`config.mk`:
```
export PLATFORM = sky130hd
export DESIGN_NAME = sac_seq
export DESIGN_NICKNAME = d
export VERILOG_FILES = /design/src/sac_pkg.sv /design/src/sac_seq.sv /design/src/sac_sync.sv /design/src/sac_sar.sv
export SDC_FILE = /design/constraint.sdc
export NUM_CORES = 1
export LEC_CHECK = 0
export BUFFER_PORTS_ARGS = -buffer_cell sky130_fd_sc_hd__clkbuf_2
export CAP_MARGIN = 20
export CORE_ASPECT_RATIO = 2
export CORE_MARGIN = 1.5
export CORE_UTILIZATION = 45
export CTS_BUF_LIST = sky130_fd_sc_hd__clkbuf_2 sky130_fd_sc_hd__clkbuf_4 sky130_fd_sc_hd__clkbuf_8
export CTS_CLUSTER_DIAMETER = 120
export DETAILED_ROUTE_END_ITERATION = 7
export PLACE_DENSITY = 0.67
export SETUP_SLACK_MARGIN = 0.05
export SLEW_MARGIN = 20
export SYNTH_ARGS = -nofsm -noshare
export SYNTH_HDL_FRONTEND = slang
export SYNTH_SLANG_ARGS = --single-unit
```
`constraint.sdc`:
```
create_clock -name mclk_i -period 6.6 [get_ports mclk_i]
set_input_delay 1.65 -clock mclk_i [delete_from_list [all_inputs] [get_ports mclk_i]]
set_output_delay 1.65 -clock mclk_i [all_outputs]
set_load 0.05 [all_outputs]
```
`src/sac_pkg.sv`:
```
// Package for the conversion sequencer: register map, fields, timing.
// Assumes a 200 MHz converter clock and a plain address/strobe register port.
package sac_pkg;
    localparam int unsigned CLK_MHZ = 200;
    localparam logic [3:0] ADDR_CTRL = 4'h0;
    localparam logic [3:0] ADDR_CHAN = 4'h4;
    localparam logic [3:0] ADDR_CMD = 4'h8;
    localparam logic [3:0] ADDR_STAT = 4'hC;
    // Control register fields
    localparam int TRIG_LSB = 0;
    localparam int CHSEL_BIT = 2;
    localparam int CONV_BIT = 3;
    localparam int SAMP_BIT = 4;
    localparam int ENA_BIT = 5;
    localparam logic [5:0] CTRL_RESET = 6'h00;
    localparam logic [4:0] CHAN_RESET = 5'h00;
    // Command register fields
    localparam int START_BIT = 0;
    localparam int STOP_BIT = 1;
    // Input selector codes beyond the external channels
    localparam logic [4:0] NUM_EXT_CH = 5'h14;
    localparam logic [4:0] SEL_VREF_P = 5'h14;
    localparam logic [4:0] SEL_VREF_N = 5'h15;
    localparam logic [4:0] SEL_VBG = 5'h16;
    localparam logic [4:0] SEL_TEMP = 5'h17;
    localparam logic [4:0] SCAN_MAX_FIRST = 5'h0C;
    localparam logic [2:0] SCAN_LEN = 3'h4;
    localparam int RES_W = 12;
    // Timing: sampling clocks, clocks of the conversion phase, and power-up wait
    localparam logic [4:0] SAMP_SHORT = 5'h04;
    localparam logic [4:0] SAMP_LONG = 5'h08;
    localparam logic [4:0] CONV_CLKS = 5'h0C;
    localparam int unsigned PWR_WAIT_NS = 1000;
    localparam int unsigned PWR_WAIT_CYC = (PWR_WAIT_NS * CLK_MHZ + 999) / 1000;
    localparam logic [7:0] PWR_WAIT_CNT = PWR_WAIT_CYC[7:0];
    typedef enum logic [1:0] {
        SAC_TRIG_SW = 2'b00,
        SAC_TRIG_HW = 2'b01,
        SAC_TRIG_HW_WAIT = 2'b10
    } sac_trig_e;
    typedef enum logic [2:0] {
        SAC_IDLE = 3'b000,
        SAC_PWRUP = 3'b001,
        SAC_SAMPLE = 3'b010,
        SAC_CONVERT = 3'b011,
        SAC_DONE = 3'b100
    } sac_state_e;
endpackage

```
`src/sac_seq.sv`:
```
// Conversion sequencer for a 12-bit successive-approximation converter.
// Assumes an analog front end that samples on sample_o and compares against dac_o.
// Overview of operation
// - Trigger, channel and conversion modes combine freely.
// - Software trigger starts only on start command.
// - Hardware no-wait trigger starts conversion immediately.
// - Wait mode powers up, waits, then converts.
// - Select mode converts one chosen channel.
// - Scan mode converts four consecutive ascending channels.
// - Single mode does one pass then idles.
// - Continuous mode repeats until software stops.
// - Sampling four or eight clocks, four after reset.
// - Four-clock sampling gives sixteen clocks total.
// - Each result is twelve bits.
// - Selector addresses twenty external inputs.
// - Selector also routes references and temperature sensor.
`timescale 1ns/1ps
module sac_seq (
    input wire logic mclk_i,
    input wire logic reset_n_i,
    input wire logic [3:0] addr_i,
    input wire logic [31:0] wdata_i,
    input wire logic wr_i,
    input wire logic rd_i,
    output logic [31:0] rdata_o,
    input wire logic hw_trig_i,
    input wire logic comp_i,
    output logic power_on_o,
    output logic sample_o,
    output logic [4:0] in_sel_o,
    output logic [sac_pkg::RES_W-1:0] dac_o,
    output logic done_o
);
    import sac_pkg::*;

    typedef struct packed {
        logic [5:0] ctrl;
        logic [4:0] chan;
        sac_state_e state;
        logic [4:0] cnt;
        logic [7:0] pwr_cnt;
        logic [1:0] scan_idx;
        logic [RES_W-1:0] result;
        logic [4:0] res_ch;
        logic done_flag;
        logic busy;
        logic trig_prev;
        logic power;
        logic sample;
        logic [4:0] in_sel;
        logic done_pulse;
        logic [31:0] rdata;
    } sac_seq_s;

    sac_seq_s r, next_r;
    logic trig_sync;
    logic comp_sync;
    logic sar_load;
    logic sar_step;
    logic [RES_W-1:0] sar_trial;
    logic [RES_W-1:0] sar_result;

    sac_sync u_trig_sync (
        .mclk_i(mclk_i),
        .reset_n_i(reset_n_i),
        .async_i(hw_trig_i),
        .sync_o(trig_sync)
    );

    // Comparator is a latched stage on mclk_i; a synchroniser would lag each bit decision
    assign comp_sync = comp_i;

    sac_sar u_sar (
        .mclk_i(mclk_i),
        .reset_n_i(reset_n_i),
        .load_i(sar_load),
        .step_i(sar_step),
        .comp_i(comp_sync),
        .trial_o(sar_trial),
        .result_o(sar_result)
    );

    sac_trig_e trig_mode;
    logic scan_mode;
    logic cont_mode;
    logic [4:0] samp_len;
    logic enabled;
    logic trig_edge;
    logic sw_start;
    logic sw_stop;
    logic [4:0] first_ch;
    logic [4:0] cur_ch;

    always_comb begin
        trig_mode = sac_trig_e'(r.ctrl[TRIG_LSB +: 2]);
        scan_mode = r.ctrl[CHSEL_BIT];
        cont_mode = r.ctrl[CONV_BIT];
        samp_len = r.ctrl[SAMP_BIT] ? SAMP_LONG : SAMP_SHORT;
        enabled = r.ctrl[ENA_BIT];
        trig_edge = trig_sync & ~r.trig_prev;
        sw_start = wr_i && (addr_i == ADDR_CMD) && wdata_i[START_BIT];
        sw_stop = wr_i && (addr_i == ADDR_CMD) && wdata_i[STOP_BIT];
        // Scan group clamped so all four channels lie in 0..15
        first_ch = (r.chan > SCAN_MAX_FIRST) ? SCAN_MAX_FIRST : r.chan;
        cur_ch = scan_mode ? (first_ch + {3'b000, r.scan_idx}) : r.chan;
    end

    always_comb begin
        next_r = r;
        sar_load = 1'b0;
        sar_step = 1'b0;
        next_r.done_pulse = 1'b0;
        next_r.trig_prev = trig_sync;
        if (wr_i && addr_i == ADDR_CTRL && !r.busy) begin
            next_r.ctrl = wdata_i[5:0];
        end
        if (wr_i && addr_i == ADDR_CHAN && !r.busy) begin
            // External 0..19 or internal sources; other codes ignored
            if (wdata_i[4:0] <= SEL_TEMP) begin
                next_r.chan = wdata_i[4:0];
            end
        end
        case (r.state)
            SAC_IDLE: begin
                next_r.busy = 1'b0;
                next_r.sample = 1'b0;
                next_r.scan_idx = 2'b00;
                next_r.power = enabled && (trig_mode != SAC_TRIG_HW_WAIT);
                if (enabled) begin
                    if (trig_mode == SAC_TRIG_SW && sw_start) begin
                        next_r.state = SAC_SAMPLE;
                    end else if (trig_mode == SAC_TRIG_HW && trig_edge) begin
                        next_r.state = SAC_SAMPLE;
                    end else if (trig_mode == SAC_TRIG_HW_WAIT && trig_edge) begin
                        next_r.state = SAC_PWRUP;
                        next_r.power = 1'b1;
                        next_r.pwr_cnt = PWR_WAIT_CNT;
                    end
                end
                if (next_r.state == SAC_SAMPLE) begin
                    next_r.busy = 1'b1;
                    next_r.sample = 1'b1;
                    next_r.cnt = samp_len - 5'h01;
                    next_r.in_sel = cur_ch;
                end else if (next_r.state == SAC_PWRUP) begin
                    next_r.busy = 1'b1;
                end
            end
            SAC_PWRUP: begin
                if (r.pwr_cnt <= 8'h01) begin
                    next_r.state = SAC_SAMPLE;
                    next_r.sample = 1'b1;
                    next_r.cnt = samp_len - 5'h01;
                    next_r.in_sel = cur_ch;
                end else begin
                    next_r.pwr_cnt = r.pwr_cnt - 8'h01;
                end
            end
            SAC_SAMPLE: begin
                if (r.cnt == 5'h00) begin
                    next_r.state = SAC_CONVERT;
                    next_r.sample = 1'b0;
                    next_r.cnt = CONV_CLKS - 5'h01;
                    sar_load = 1'b1;
                end else begin
                    next_r.cnt = r.cnt - 5'h01;
                end
            end
            SAC_CONVERT: begin
                sar_step = 1'b1;
                if (r.cnt == 5'h00) begin
                    next_r.state = SAC_DONE;
                end else begin
                    next_r.cnt = r.cnt - 5'h01;
                end
            end
            SAC_DONE: begin
                next_r.result = sar_result;
                next_r.res_ch = r.in_sel;
                next_r.done_flag = 1'b1;
                next_r.done_pulse = 1'b1;
                if (scan_mode && r.scan_idx != 2'(SCAN_LEN - 3'h1)) begin
                    next_r.scan_idx = r.scan_idx + 2'b01;
                    next_r.state = SAC_SAMPLE;
                end else if (cont_mode) begin
                    next_r.scan_idx = 2'b00;
                    next_r.state = SAC_SAMPLE;
                end else begin
                    next_r.state = SAC_IDLE;
                end
                if (next_r.state == SAC_SAMPLE) begin
                    next_r.sample = 1'b1;
                    next_r.cnt = samp_len - 5'h01;
                    next_r.in_sel = scan_mode ? (first_ch + {3'b000, next_r.scan_idx}) : r.chan;
                end
            end
            default: begin
                next_r.state = SAC_IDLE;
            end
        endcase
        // Software stop aborts any pass and returns to idle
        if (sw_stop || !enabled) begin
            next_r.state = SAC_IDLE;
            next_r.sample = 1'b0;
            next_r.busy = 1'b0;
        end
        // Reading status clears done; a new completion wins
        if (rd_i && addr_i == ADDR_STAT && !next_r.done_pulse) begin
            next_r.done_flag = 1'b0;
        end
        next_r.rdata = 32'h0000_0000;
        if (rd_i) begin
            case (addr_i)
                ADDR_CTRL: next_r.rdata = {26'h0, r.ctrl};
                ADDR_CHAN: next_r.rdata = {27'h0, r.chan};
                ADDR_STAT: next_r.rdata = {7'h00, r.res_ch, r.result, 3'h0, r.state,
                                           r.busy, r.done_flag};
                default: next_r.rdata = 32'h0000_0000;
            endcase
        end
    end

    always_ff @(posedge mclk_i or negedge reset_n_i) begin
        if (!reset_n_i) begin
            r <= '0;
            r.ctrl <= CTRL_RESET;
            r.chan <= CHAN_RESET;
            r.state <= SAC_IDLE;
        end else begin
            r <= next_r;
        end
    end

    // Outputs straight from flops; dac follows the SAR trial register
    assign rdata_o = r.rdata;
    assign power_on_o = r.power;
    assign sample_o = r.sample;
    assign in_sel_o = r.in_sel;
    assign dac_o = sar_trial;
    assign done_o = r.done_pulse;
endmodule // sac_seq

```
`src/sac_sync.sv`:
```
// Two-flop synchroniser for one level from outside the clock domain.
// Assumes the input is asynchronous to mclk_i.
`timescale 1ns/1ps
module sac_sync (
    input wire logic mclk_i,
    input wire logic reset_n_i,
    input wire logic async_i,
    output logic sync_o
);
    typedef struct packed {
        logic meta;
        logic sync;
    } sac_sync_s;
    sac_sync_s r, next_r;
    always_comb begin
        next_r.meta = async_i;
        next_r.sync = r.meta;
    end
    always_ff @(posedge mclk_i or negedge reset_n_i) begin
        if (!reset_n_i) begin
            r <= '0;
        end else begin
            r <= next_r;
        end
    end
    assign sync_o = r.sync;
endmodule // sac_sync

```
`src/sac_sar.sv`:
```
// Successive-approximation register: one bit decided per clock, MSB first.
// Assumes the comparator output is already synchronised to mclk_i.
`timescale 1ns/1ps
module sac_sar (
    input wire logic mclk_i,
    input wire logic reset_n_i,
    input wire logic load_i,
    input wire logic step_i,
    input wire logic comp_i,
    output logic [sac_pkg::RES_W-1:0] trial_o,
    output logic [sac_pkg::RES_W-1:0] result_o
);
    import sac_pkg::*;
    typedef struct packed {
        logic [RES_W-1:0] trial;
        logic [RES_W-1:0] bitm;
    } sac_sar_s;
    sac_sar_s r, next_r;
    always_comb begin
        next_r = r;
        if (load_i) begin
            next_r.bitm = {1'b1, {(RES_W-1){1'b0}}};
            next_r.trial = {1'b1, {(RES_W-1){1'b0}}};
        end else if (step_i) begin
            // Keep the bit if input is above trial, then try the next one
            next_r.trial = (comp_i ? r.trial : (r.trial & ~r.bitm)) | (r.bitm >> 1);
            next_r.bitm = r.bitm >> 1;
        end
    end
    always_ff @(posedge mclk_i or negedge reset_n_i) begin
        if (!reset_n_i) begin
            r <= '0;
        end else begin
            r <= next_r;
        end
    end
    assign trial_o = r.trial;
    assign result_o = r.trial;
endmodule // sac_sar

```
==> results of run 1 <==
==> worst paths after layout <==
kind                                       start  slack [ps]                  to
setup / recovery                       addr_i[1]        3130         in_sel_o[0]
hold / removal             u_trig_sync.next_r[0]         370  u_trig_sync.sync_o
setup reg to reg                           r[75]        4050         in_sel_o[2]
hold reg to reg            u_trig_sync.next_r[0]         370  u_trig_sync.sync_o
max in group asynchronous              reset_n_i        4110               r[79]
min in group asynchronous              reset_n_i        1190               r[50]
==> power by group through the flow <==
stage               logic [mW]  registers, mW  clock network (mW)
finish                   0.249          0.776               0.400
detailed placement       0.251          0.786                   0
CTS                      0.252          0.774               0.412
global route             0.280          0.784               0.440
floorplan                0.206          0.763                   0
global placement         0.240          0.783                   0
==> area by class of cell <==
cell class	instances	area, um^2	share of cell area, %
Multi-Input combinational cell	323	1941	36.46
Inverter	12	45.04	0.8463
Clock inverter	7	77.57	1.457
Sequential cell	106	2653	49.84
Timing Repair Buffer	60	307.8	5.783
Tap cell	140	175.2	3.291
Clock buffer	9	123.9	2.327
==> critical path, cell delays in order <==
cell      delay, ps
clkbuf_2         80
or3b_1          440
o2bb2a_4        240
or2_2           310
o211ai_1        340
nand2_1         310
mux2_2          350
==> layer usage <==
layer,track usage [%],routed length [um]
met5,0,0
met4,7.058,196
met3,3.045,298
met2,31.68,5450
met1,20.34,3972
==> kinds of logic (layout without fill, tap and decap cells) <==
group                    after synthesis  count (layout)
AND/OR/NAND/NOR                      186             186
XOR/XNOR                               8               8
buffers and inverters                 82              88
adder cells (fa/ha/maj)                8               8
flip-flops                           106             106
AO/OA/AOI/OAI                         91              91
multiplexers                          21              21
other                                  1               9
==> registers in the layout, indices dropped and copies added, names as in the netlist <==
signal / flops
enabled: 1
r: 47
rdata_o: 23
done_o: 1
sample_o: 1
in_sel_o: 5
power_on_o: 1
u_trig_sync.next_r: 1
u_trig_sync.sync_o: 1
u_sar.result_o: 12
cont_mode: 1
u_sar.r: 12
==> layout by cell type (no fill, tap or decap), types with 2 or more instances in the layout <==
cell type and instances:
nand2_1 95, nand3_1 4, o211ai_1 4, buf_4 3, nor3b_1 2, clkbuf_2 57, nor2_1 39, ha_1 8
and2_1 19, nand2b_1 2, xnor2_1 4, nor3_1 7, mux2i_1 3, conb_1 9, o21ai_0 18, a32o_1 11
o2bb2ai_1 5, nor2b_1 4, clkinv_8 2, a21oi_1 13, nor4_1 2, mux2_2 18, xor2_1 4, inv_1 12
o21ai_1 4, a22oi_1 7, a31oi_1 3, clkbuf_8 9, dfrtp_1 106, inv_6 3, a22o_1 11, or2_2 2
a21o_1 3
==> per-stage QoR <==
stage          setup WS [ps]  hold WS, ps  area [um^2]  total power [mW]
3_3_place_gp            2761        335.5         5121             1.023
6_report                3129        368.0         5323             1.425
5_1_grt                 3068        374.1         5323             1.505
2_1_floorplan           3186        331.2         5094            0.9684
4_1_cts                 3163        370.4         5323             1.438
3_5_place_dp            2755        345.0         5121             1.037
==> metrics.md, run 1 <==
| Metric | Value |
|---|---|
| Leak | `between 2 and 3 nW` |
| Post-synthesis compound-gate area fraction | `approximately an eighth` |
| Mapped Cells | `503` |
| Flop pwr share | `a little over half` |
| Die W | `between 70 and 80 um` |
| CTS tree | `yes` |
| Pwr/cell area | `between 200 and 300 nW/um^2` |
| Min Clock Period, post-route | `about 3500 ps` |
| Clock share of power | `between 20% and 30%` |
| Synth Area in Adders | `between 1.5 and 2%` |
| Post-synth top area share | `a little over half` |
| CP max FO | `6` |
| Initial DRC Count | `around 220` |
| Layout Cells excl Fill | `657` |
| Layout cells sized above 1 | `18.96%` |
| Sw frac | `around a third` |
| Synthesized cell area | `just over 5000 um^2` |
| Share of async-settable or async-resettable flops after synthesis | `100.0%` |
| Cell accounting for the most synthesized area | `dfrtp_1` |
| Clock transition at the registers of the reported paths | `approximately 110 ps` |
| Switch Pwr | `roughly 0.47 mW` |
| RD Place Congestion | `approximately 0.87` |
| Yosys warnings | `0` |
| Top cells by area, synth | `dfrtp_1 52%, buf_4 7.3%, nand2_1 7.0%` |
| Initial core utilization | `between 40% and 50%` |
| Comb power frac | `between 10% and 20%` |
| Root buf cell | `clkbuf_8` |
| HP Class | `flop to flop` |
| R2R depth | `6` |
| Synthesized flop and latch total | `around 110` |
| Total gr overflow | `0` |
| Worst slew margin | `about two fifths` |
| Netlist cell types | `55` |
| Nets | `~560` |
| RSZ-0062 raised after global routing | `no` |
| Io pins | `94` |
| Startpoint types | `input port` |
| Syn_area_per_cell | `just over 10 um^2` |
| Sequential fraction of the synthesis area | `between 50% and 60%` |
| F_max | `roughly 290 MHz` |
| Die Y | `153.0 um` |
| Proportion of synthesized area in mux cells | `around 4.6%` |
| Max-Cap Viols | `0` |
| Largest family of logic cells by synthesized area | `simple AND/OR/NAND/NOR gates` |
| Avg WL per Cell | `approximately 15 um` |
| Post-Synth Simple-Gate Area | `roughly 17%` |
| Most frequent cells after synthesis | `106 x dfrtp_1, 95 x nand2_1, 49 x buf_4` |
| Maximum vdd ir drop | `0.0001343 V` |
| Setup CP Type | `input port to flop` |
| Overall routing resource usage | `roughly 18%` |
| Core Area | `between 10000 and 15000 um^2` |
| H-tree depth | `3` |
| Worst slew pin tran | `~930 ps` |
| Hold-fix buffers, CTS | `0` |
| Vias per cell | `~5.4` |
| Die ar. | `11940 um^2` |
| Setup TNS | `0 ps` |
| FP Rows | `54` |
| WP data arrival | `around 3700 ps` |
| N_diodes | `0` |
| Filler instances | `1056` |
| Syn-to-layout area delta | `5.115%` |
| Int Pwr | `around 0.95 mW` |
| Worst Path Required | `slightly below 7000 ps` |
| Synth Flop Type | `dfrtp_1` |
| Hold path cells | `0` |
| Crit. End Element | `flop` |
| Post-synth EDFFs | `0` |
| Vias in the first global route | `3509` |
| Final hold violation count | `0` |
| Most common cell in the netlist | `dfrtp_1` |
| # setup viols final | `0` |
| Status | `finished, final reports clean` |
| ANT nets after route | `0` |
| Placed Cells | `between 600 and 700` |
| Final cell utilization of the core | `slightly below 50%` |
| Period Utilization, post-route | `a little over half` |
| Post-CTS sizing | `0` |
| Largest net degree at the start of global routing | `between 70 and 80` |
| Setup bufs post-CTS | `0` |
| CTS buffer count | `9` |
| First-pass GRT wire length | `roughly 17000 um` |
| Worst-Skew Late Latency | `380 ps` |
| Setup Skew | `between 15 and 20 ps` |
| HPWL after DPL | `a little over 7000 um` |
| Antenna violations before repair | `0` |
| Detailed Routing Iterations Pass 1 | `4` |
| Xor and xnor fraction of the mapped netlist area | `under 10%` |
| DR DRC count | `0` |
| CTS Sinks | `around 110` |
| Total number of vias | `3525` |
| Fin. max-slew vios | `0` |
| Port Buffers | `between 50 and 60` |
| Final wirelength | `9918 um` |
| Max clock buf depth | `2` |
Note: power is estimated with default switching activity, not from simulation.
==> run 2, diff against run 1 <==
==> constraint.sdc (replaced) <==
create_clock -name mclk_i -period 3.6 [get_ports mclk_i]
set_input_delay 0.9 -clock mclk_i [delete_from_list [all_inputs] [get_ports mclk_i]]
set_output_delay 0.9 -clock mclk_i [all_outputs]
set_load 0.05 [all_outputs]
==> metrics.md, run 2 (synthesis gave the netlist of run 1 again) <==
| Metric | Value |
|---|---|
| Status | `finished, final reports clean` |
| HP Class | `flop to flop` |
| Initial DRC Count | `268 (+24%)` |
| Avg WL per Cell | `14.97 um (-0.83%)` |
| Die ar. | `11940 um^2 (unchanged)` |
| Root buf cell | `clkbuf_8` |
| Vias per cell | `5.373 (+0.15%)` |
| Vias in the first global route | `3458 (-1.5%)` |
| Period Utilization, post-route | `about 74%` |
| Post-DP Area | `5136 um^2 (+0.29%)` |
| Final Instance Area | `5349 um^2 (+0.49%)` |
| CP max FO | `6 (unchanged)` |
| Setup TNS | `0 ps (unchanged)` |
| Io pins | `94 (unchanged)` |
| Fin. max-slew vios | `0 (unchanged)` |
| Worst reg2reg setup slack | `1050 ps (-3000 ps)` |
| Max-Cap Viols | `0 (unchanged)` |
| Top reg by flops | `r` |
| WP data arrival | `2930 ps (-810 ps)` |
| Setup Skew | `13.44 ps (-3.618 ps)` |
| Die W | `78.01 um (unchanged)` |
| Worst Path Required | `3870 ps (-2990 ps)` |
| Startpoint types | `input port` |
| Filler instances | `1025 (-2.9%)` |
| Hold-fix buffers, CTS | `0 (unchanged)` |
| # setup viols final | `0 (unchanged)` |
| Worst slew pin tran | `900.4 ps (-25.55 ps)` |
| Nets | `564 (+0.36%)` |
| CTS Sinks | `106 (unchanged)` |
| Max reg flops | `47 (unchanged)` |
| Clock transition at the registers of the reported paths | `110 ps (about the same)` |
| Post-CTS sizing | `0 (unchanged)` |
| H-tree depth | `3 (unchanged)` |
| Final wirelength | `9866 um (-0.52%)` |
| Min Clock Period, post-route | `2669 ps` |
| Port Buffers | `58 (unchanged)` |
| Hold path cells | `0 (unchanged)` |
| CTS tree | `yes` |
| Hold path start | `u_trig_sync.next_r[0]` |
| Largest net degree at the start of global routing | `83 (+11%)` |
| Worst-Skew Late Latency | `380 ps (about the same)` |
| Total number of vias | `3541 (+0.45%)` |
| N_diodes | `0 (unchanged)` |
| Overall routing resource usage | `17.38% (-0.25 points)` |
| DR DRC count | `0 (unchanged)` |
| Syn-to-layout area delta | `5.634%` |
| Worst reg2reg startpoint | `r[85]` |
| RD Place Congestion | `0.8494 (-2.1%)` |
| Footprint of the multi-input gates | `1941 um^2 (unchanged)` |
| Detailed Routing Iterations Pass 1 | `5 (+1)` |
| Setup bufs post-CTS | `0 (unchanged)` |
| Final hold violation count | `0 (unchanged)` |
| Most common cell after layout, fill and taps aside | `dfrtp_1` |
| Hold Crit Endpoint | `u_trig_sync.sync_o` |
| Maximum vdd ir drop | `0.0002922 V (+120%)` |
| Crit. End Element | `flop` |
| Worst R2R End | `in_sel_o[2]` |
| HPWL after DPL | `7184 um (about the same)` |
| Register area | `2653 um^2 (unchanged)` |
| R2R depth | `9 (+3)` |
| Commonest cells after routing, fill and taps aside | `106 x dfrtp_1, 95 x nand2_1, 57 x clkbuf_2` |
| Antenna violations before repair | `0 (unchanged)` |
| Leak | `2.658 nW (+0.46%)` |
| Total gr overflow | `0 (unchanged)` |
| F_max | `roughly 370 MHz` |
| Initial core utilization | `46.26% (unchanged)` |
| Setup CP Type | `input port to flop` |
| First-pass GRT wire length | `16470 um (-1.9%)` |
| CTS buffer count | `9 (unchanged)` |
| RSZ-0062 raised after global routing | `no` |
| Core Area | `10950 um^2 (unchanged)` |
| Max clock buf depth | `2 (unchanged)` |
| Layout cells sized above 1 | `19.27% (+0.31 points)` |
| FP Rows | `54 (unchanged)` |
| Worst slew margin | `39.75% (+1.5 points)` |
| Pwr/cell area | `488.5 nW/um^2 (+82%)` |
| ANT nets after route | `0 (unchanged)` |
| Die Y | `153.0 um (unchanged)` |
[run 2: through the flow]
stage	util, %	total power, mW	instances	worst slack [ps]	hold WS (ps)
after detailed placement	46.93	1.900	643	538.9	339.6
after CTS	48.83	2.635	659	947.6	366.0
after floorplan	-	1.775	511	935.6	331.2
after global routing	48.87	2.758	659	825.2	372.5
after global placement	46.93	1.875	643	558.0	340.6
final	48.87	2.613	659	931.2	362.1
[run 2: critical path, cell delays in order]
cell and delay [ps]:
clkbuf_2 90, or3b_1 450, o2bb2a_4 230, or2_2 310
o211ai_1 320, nand2_1 290, mux2_2 350
[run 2: final cells by class]
class                   count  area share, %
flip-flops and latches    106          49.59
multi-input cells         323          36.28
repair buffers             62          6.105
well taps                 140          3.275
clock buffers               9          2.316
clock inverters             7          1.591
inverters                  12         0.8421
[run 2: worst max-delay path by stage]
stage / slack (ps) / from / cells after the start / end
global placement: 560 / addr_i[1] / 7 / in_sel_o[0]
floorplan: 940 / addr_i[1] / 6 / in_sel_o[0]
global route: 830 / r[85] / 9 / in_sel_o[2]
detailed placement: 540 / addr_i[1] / 7 / in_sel_o[0]
finish: 930 / addr_i[1] / 7 / in_sel_o[0]
CTS: 950 / addr_i[1] / 7 / in_sel_o[0]
[run 2: metal layers]
layer	global-route usage [%]	share of wire, %
met5	0	0
met4	7.228	2.0
met3	3.522	3.4
met2	31.43	56
met1	19.41	39
[run 2: where the power goes]
group,internal (mW),switching [mW]
registers,1.29,0.134
clock network,0.277,0.458
logic,0.182,0.275
==> run 3, diff against run 2 <==
--- a/config.mk
+++ b/config.mk
@@ -5,6 +5,7 @@
 export SDC_FILE = /design/constraint.sdc
 export NUM_CORES = 1
 export LEC_CHECK = 0
+export ABC_AREA = 1
 export BUFFER_PORTS_ARGS = -buffer_cell sky130_fd_sc_hd__clkbuf_2
 export CAP_MARGIN = 20
 export CORE_ASPECT_RATIO = 2
@@ -13,7 +14,7 @@
 export CTS_BUF_LIST = sky130_fd_sc_hd__clkbuf_2 sky130_fd_sc_hd__clkbuf_4 sky130_fd_sc_hd__clkbuf_8
 export CTS_CLUSTER_DIAMETER = 120
 export DETAILED_ROUTE_END_ITERATION = 7
-export PLACE_DENSITY = 0.67
+export PLACE_DENSITY = 0.66
 export SETUP_SLACK_MARGIN = 0.05
 export SLEW_MARGIN = 20
 export SYNTH_ARGS = -nofsm -noshare
==> constraint.sdc (replaced) <==
create_clock -name mclk_i -period 2.55 [get_ports mclk_i]
set_input_delay 0.6375 -clock mclk_i [delete_from_list [all_inputs] [get_ports mclk_i]]
set_output_delay 0.6375 -clock mclk_i [all_outputs]
set_load 0.05 [all_outputs]
==> metrics.md, run 3 <==
| Metric | Value |
|---|---|
| Setup TNS | `0 ps (unchanged)` |
| Period Utilization, post-route | `between 80% and 90%` |
| DR DRC count | `0 (unchanged)` |
| Clock share of power | `16.1% (-12 points)` |
| Die ar. | `12510 um^2 (+4.8%)` |
| Most frequent cells after synthesis | `155 x nand2_1, 106 x dfrtp_1, 73 x inv_1` |
| Total number of vias | `4004 (+13%)` |
| Clock transition at the registers of the reported paths | `120 ps (about the same)` |
| WP data arrival | `2570 ps (-360 ps)` |
| CP max FO | `7 (+1)` |
| Cell accounting for the most synthesized area | `dfrtp_1` |
| Synth Flop Type | `dfrtp_1` |
| N_diodes | `0 (unchanged)` |
| Total gr overflow | `0 (unchanged)` |
| Vias per cell | `4.980 (-7.3%)` |
| Max clock buf depth | `2 (unchanged)` |
| Crit. End Element | `flop` |
| Max reg flops | `47 (unchanged)` |
| Final wirelength | `11120 um (+13%)` |
| Mapped Cells | `625 (+24%)` |
| Synthesized flop and latch total | `106 (unchanged)` |
| Commonest cells after routing, fill and taps aside | `155 x nand2_1, 105 x dfrtp_1, 73 x inv_1` |
| Worst slew pin tran | `728.5 ps (-171.9 ps)` |
| Critical path's top delay family | `simple AND/OR/NAND/NOR gates` |
| Worst reg2reg setup slack | `270 ps (-780 ps)` |
| Setup CP Type | `flop to flop` |
| Die W | `79.84 um (+2.3%)` |
| Setup Skew | `16.79 ps (+3.348 ps)` |
| R2R depth | `14 (+5)` |
| Die Y | `156.7 um (+2.4%)` |
| Layout Cells excl Fill | `804 (+22%)` |
| Switch Pwr | `3.018 mW (+250%)` |
| Detailed Routing Iterations Pass 1 | `4 (-1)` |
| Worst-Skew Late Latency | `390 ps (about the same)` |
| Top cells by area, synth | `dfrtp_1 50%, nand2_1 11%, buf_4 6.9%` |
| Total power | `6.442 mW (+150%)` |
| Post-synth EDFFs | `0 (unchanged)` |
| Hold-fix buffers, CTS | `0 (unchanged)` |
| Nets | `704 (+25%)` |
| Critical Path, Cell by Cell | `nor2_4 > inv_1 > nand2_1 > nand2_1 > nand2_1 > nand2_1 > inv_1 > ha_1 > nand2_1 > a21boi_1 > nand3_1 > o21bai_1 > nand2_1 > o21ai_0` |
| Most common cell in the netlist | `nand2_1` |
| HPWL after DPL | `8501 um (+18%)` |
| Yosys warnings | `0 (unchanged)` |
| Startpoint types | `flop` |
| Port Buffers | `58 (unchanged)` |
| HP Class | `input port to async pin` |
| Root buf cell | `clkbuf_8` |
| Final hold violation count | `0 (unchanged)` |
| Top reg by flops | `r` |
| Status | `finished, final reports clean` |
| Overall routing resource usage | `19.39% (+2.0 points)` |
| FP Rows | `56 (+3.7%)` |
| CTS buffer count | `9 (unchanged)` |
| Syn_area_per_cell | `8.502 um^2 (-16%)` |
| Share of async-settable or async-resettable flops after synthesis | `100.0% (unchanged)` |
| Maximum vdd ir drop | `0.0006476 V (+120%)` |
| Core Area | `11630 um^2 (+6.3%)` |
| Final cell utilization of the core | `49.26% (+0.39 points)` |
| Vias in the first global route | `4235 (+22%)` |
| F_max | `roughly 440 MHz` |
| CTS Sinks | `106 (unchanged)` |
| Pwr/cell area | `1124 nW/um^2 (+130%)` |
| Netlist cell types | `44 (-20%)` |
| First-pass GRT wire length | `18900 um (+15%)` |
| Leak | `3.006 nW (+13%)` |
| Filler instances | `1151 (+12%)` |
| Layout cells sized above 1 | `21.09% (+1.8 points)` |
| Sequential fraction of the synthesis area | `49.92% (-2.5 points)` |
| Initial DRC Count | `181 (-32%)` |
| CP max stage cell | `dfrtp_1` |
| Crit. path cell count | `14 (+7)` |
| Max-Cap Viols | `0 (unchanged)` |
| Avg WL per Cell | `13.83 um (-7.6%)` |
| Antenna violations before repair | `0 (unchanged)` |
| Worst slew margin | `51.38% (+12 points)` |
| Register area | `2654 um^2 (about the same)` |
| # setup viols final | `0 (unchanged)` |
| RSZ-0062 raised after global routing | `no` |
| Initial core utilization | `45.69% (-0.58 points)` |
| Critical Path Max Stage Delay | `480 ps (+30 ps)` |
| Flop pwr share | `39.9% (-15 points)` |
| Sw frac | `46.84% (+14 points)` |
| H-tree depth | `3 (unchanged)` |
| RD Place Congestion | `0.8817 (+3.8%)` |
| Worst Path Required | `2840 ps (-1030 ps)` |
| Int Pwr | `3.424 mW (+96%)` |
| Io pins | `94 (unchanged)` |
| Syn-to-layout area delta | `7.817%` |
| Min Clock Period, post-route | `2278 ps` |
| CTS tree | `yes` |
| Most common cell after layout, fill and taps aside | `nand2_1` |
| Worst path bufs/invs | `2 (+1)` |
| Comb power frac | `44.1% (+27 points)` |
| Footprint of the multi-input gates | `1973 um^2 (+1.7%)` |
| Largest net degree at the start of global routing | `54 (-35%)` |
| Crit-path most repeated cell | `nand2_1` |
| Synthesized cell area | `5314 um^2 (+4.9%)` |
| ANT nets after route | `0 (unchanged)` |
| Post-synth top area share | `49.92% (-2.5 points)` |
| Fin. max-slew vios | `0 (unchanged)` |
| Placed Cells | `785 (+22%)` |
## run 3: cell count changes in the layout (fill, tap and decap cells not counted), moves of 14 or more
cell,delta
nand3_1,+17
and2_1,-19
o22ai_1,+14
o21ai_1,+17
mux2_2,-18
inv_1,+61
nand2_1,+60
## run 3: layer usage
metal | global-route usage, % | routed length [um] | vias to the layer above
met5 | 0 | 0 | -
met4 | 9.524 | 344 | 0
met3 | 3.324 | 347 | 17
met2 | 36.68 | 6177 | 66
met1 | 19.83 | 4250 | 1938
li1 | - | - | 1983
## run 3: final cells by class
cell class                 instances  share of cell area [%]
sequential                       106                   46.32
multi-input combinational        383                   34.44
timing repair buffer              72                   7.163
inverter                          82                   5.372
tap                              145                   3.167
clock buffer                       9                   2.162
clock inverter                     7                   1.376
## run 3: final timing paths
check / start / to
max in group asynchronous: reset_n_i / r[60]
worst max-delay path: r[82] / in_sel_o[4]
worst min-delay path: reset_n_i / r[58]
worst max register to register: r[82] / in_sel_o[4]
worst min register to register: u_trig_sync.next_r[0] / u_trig_sync.sync_o
min in group mclk_i: hw_trig_i / u_trig_sync.next_r[0]
## run 3: power by group through the flow
stage | clock network [mW] | registers [mW] | logic [mW]
after floorplan | 0 | 2.55 | 2.30
after global placement | 0 | 2.57 | 2.75
after detailed placement | 0 | 2.59 | 2.83
after CTS | 1.07 | 2.56 | 2.85
after global routing | 1.13 | 2.62 | 3.17
final | 1.03 | 2.57 | 2.84
## run 3: cell families (layout without fill, tap and decap cells)
family	Yosys count	after routing	share of synthesized area (%)
AND/OR/NAND/NOR	260	260	20.93
buffers and inverters	144	170	13.82
flip-flops	106	106	49.92
AO/OA/AOI/OAI	101	101	12.55
adder cells (fa/ha/maj)	8	8	1.884
XOR/XNOR	5	5	0.8241
other	1	9	0.07057
## run 3: through the flow
step           worst slack [ps]  hold WS [ps]  area (um^2)
2_1_floorplan             585.7         331.2         5344
3_3_place_gp              181.5         339.9         5487
3_5_place_dp              128.0         338.9         5487
4_1_cts                   80.80         184.0         5689
5_1_grt                   34.56         197.8         5729
6_report                  272.5         170.1         5729
## run 3: repair_timing
item / 4_1_cts / 5_1_grt
resized for setup: 0 / 9
endpoints found under the setup margin: 0 / 3
buffers inserted: 0 / 3
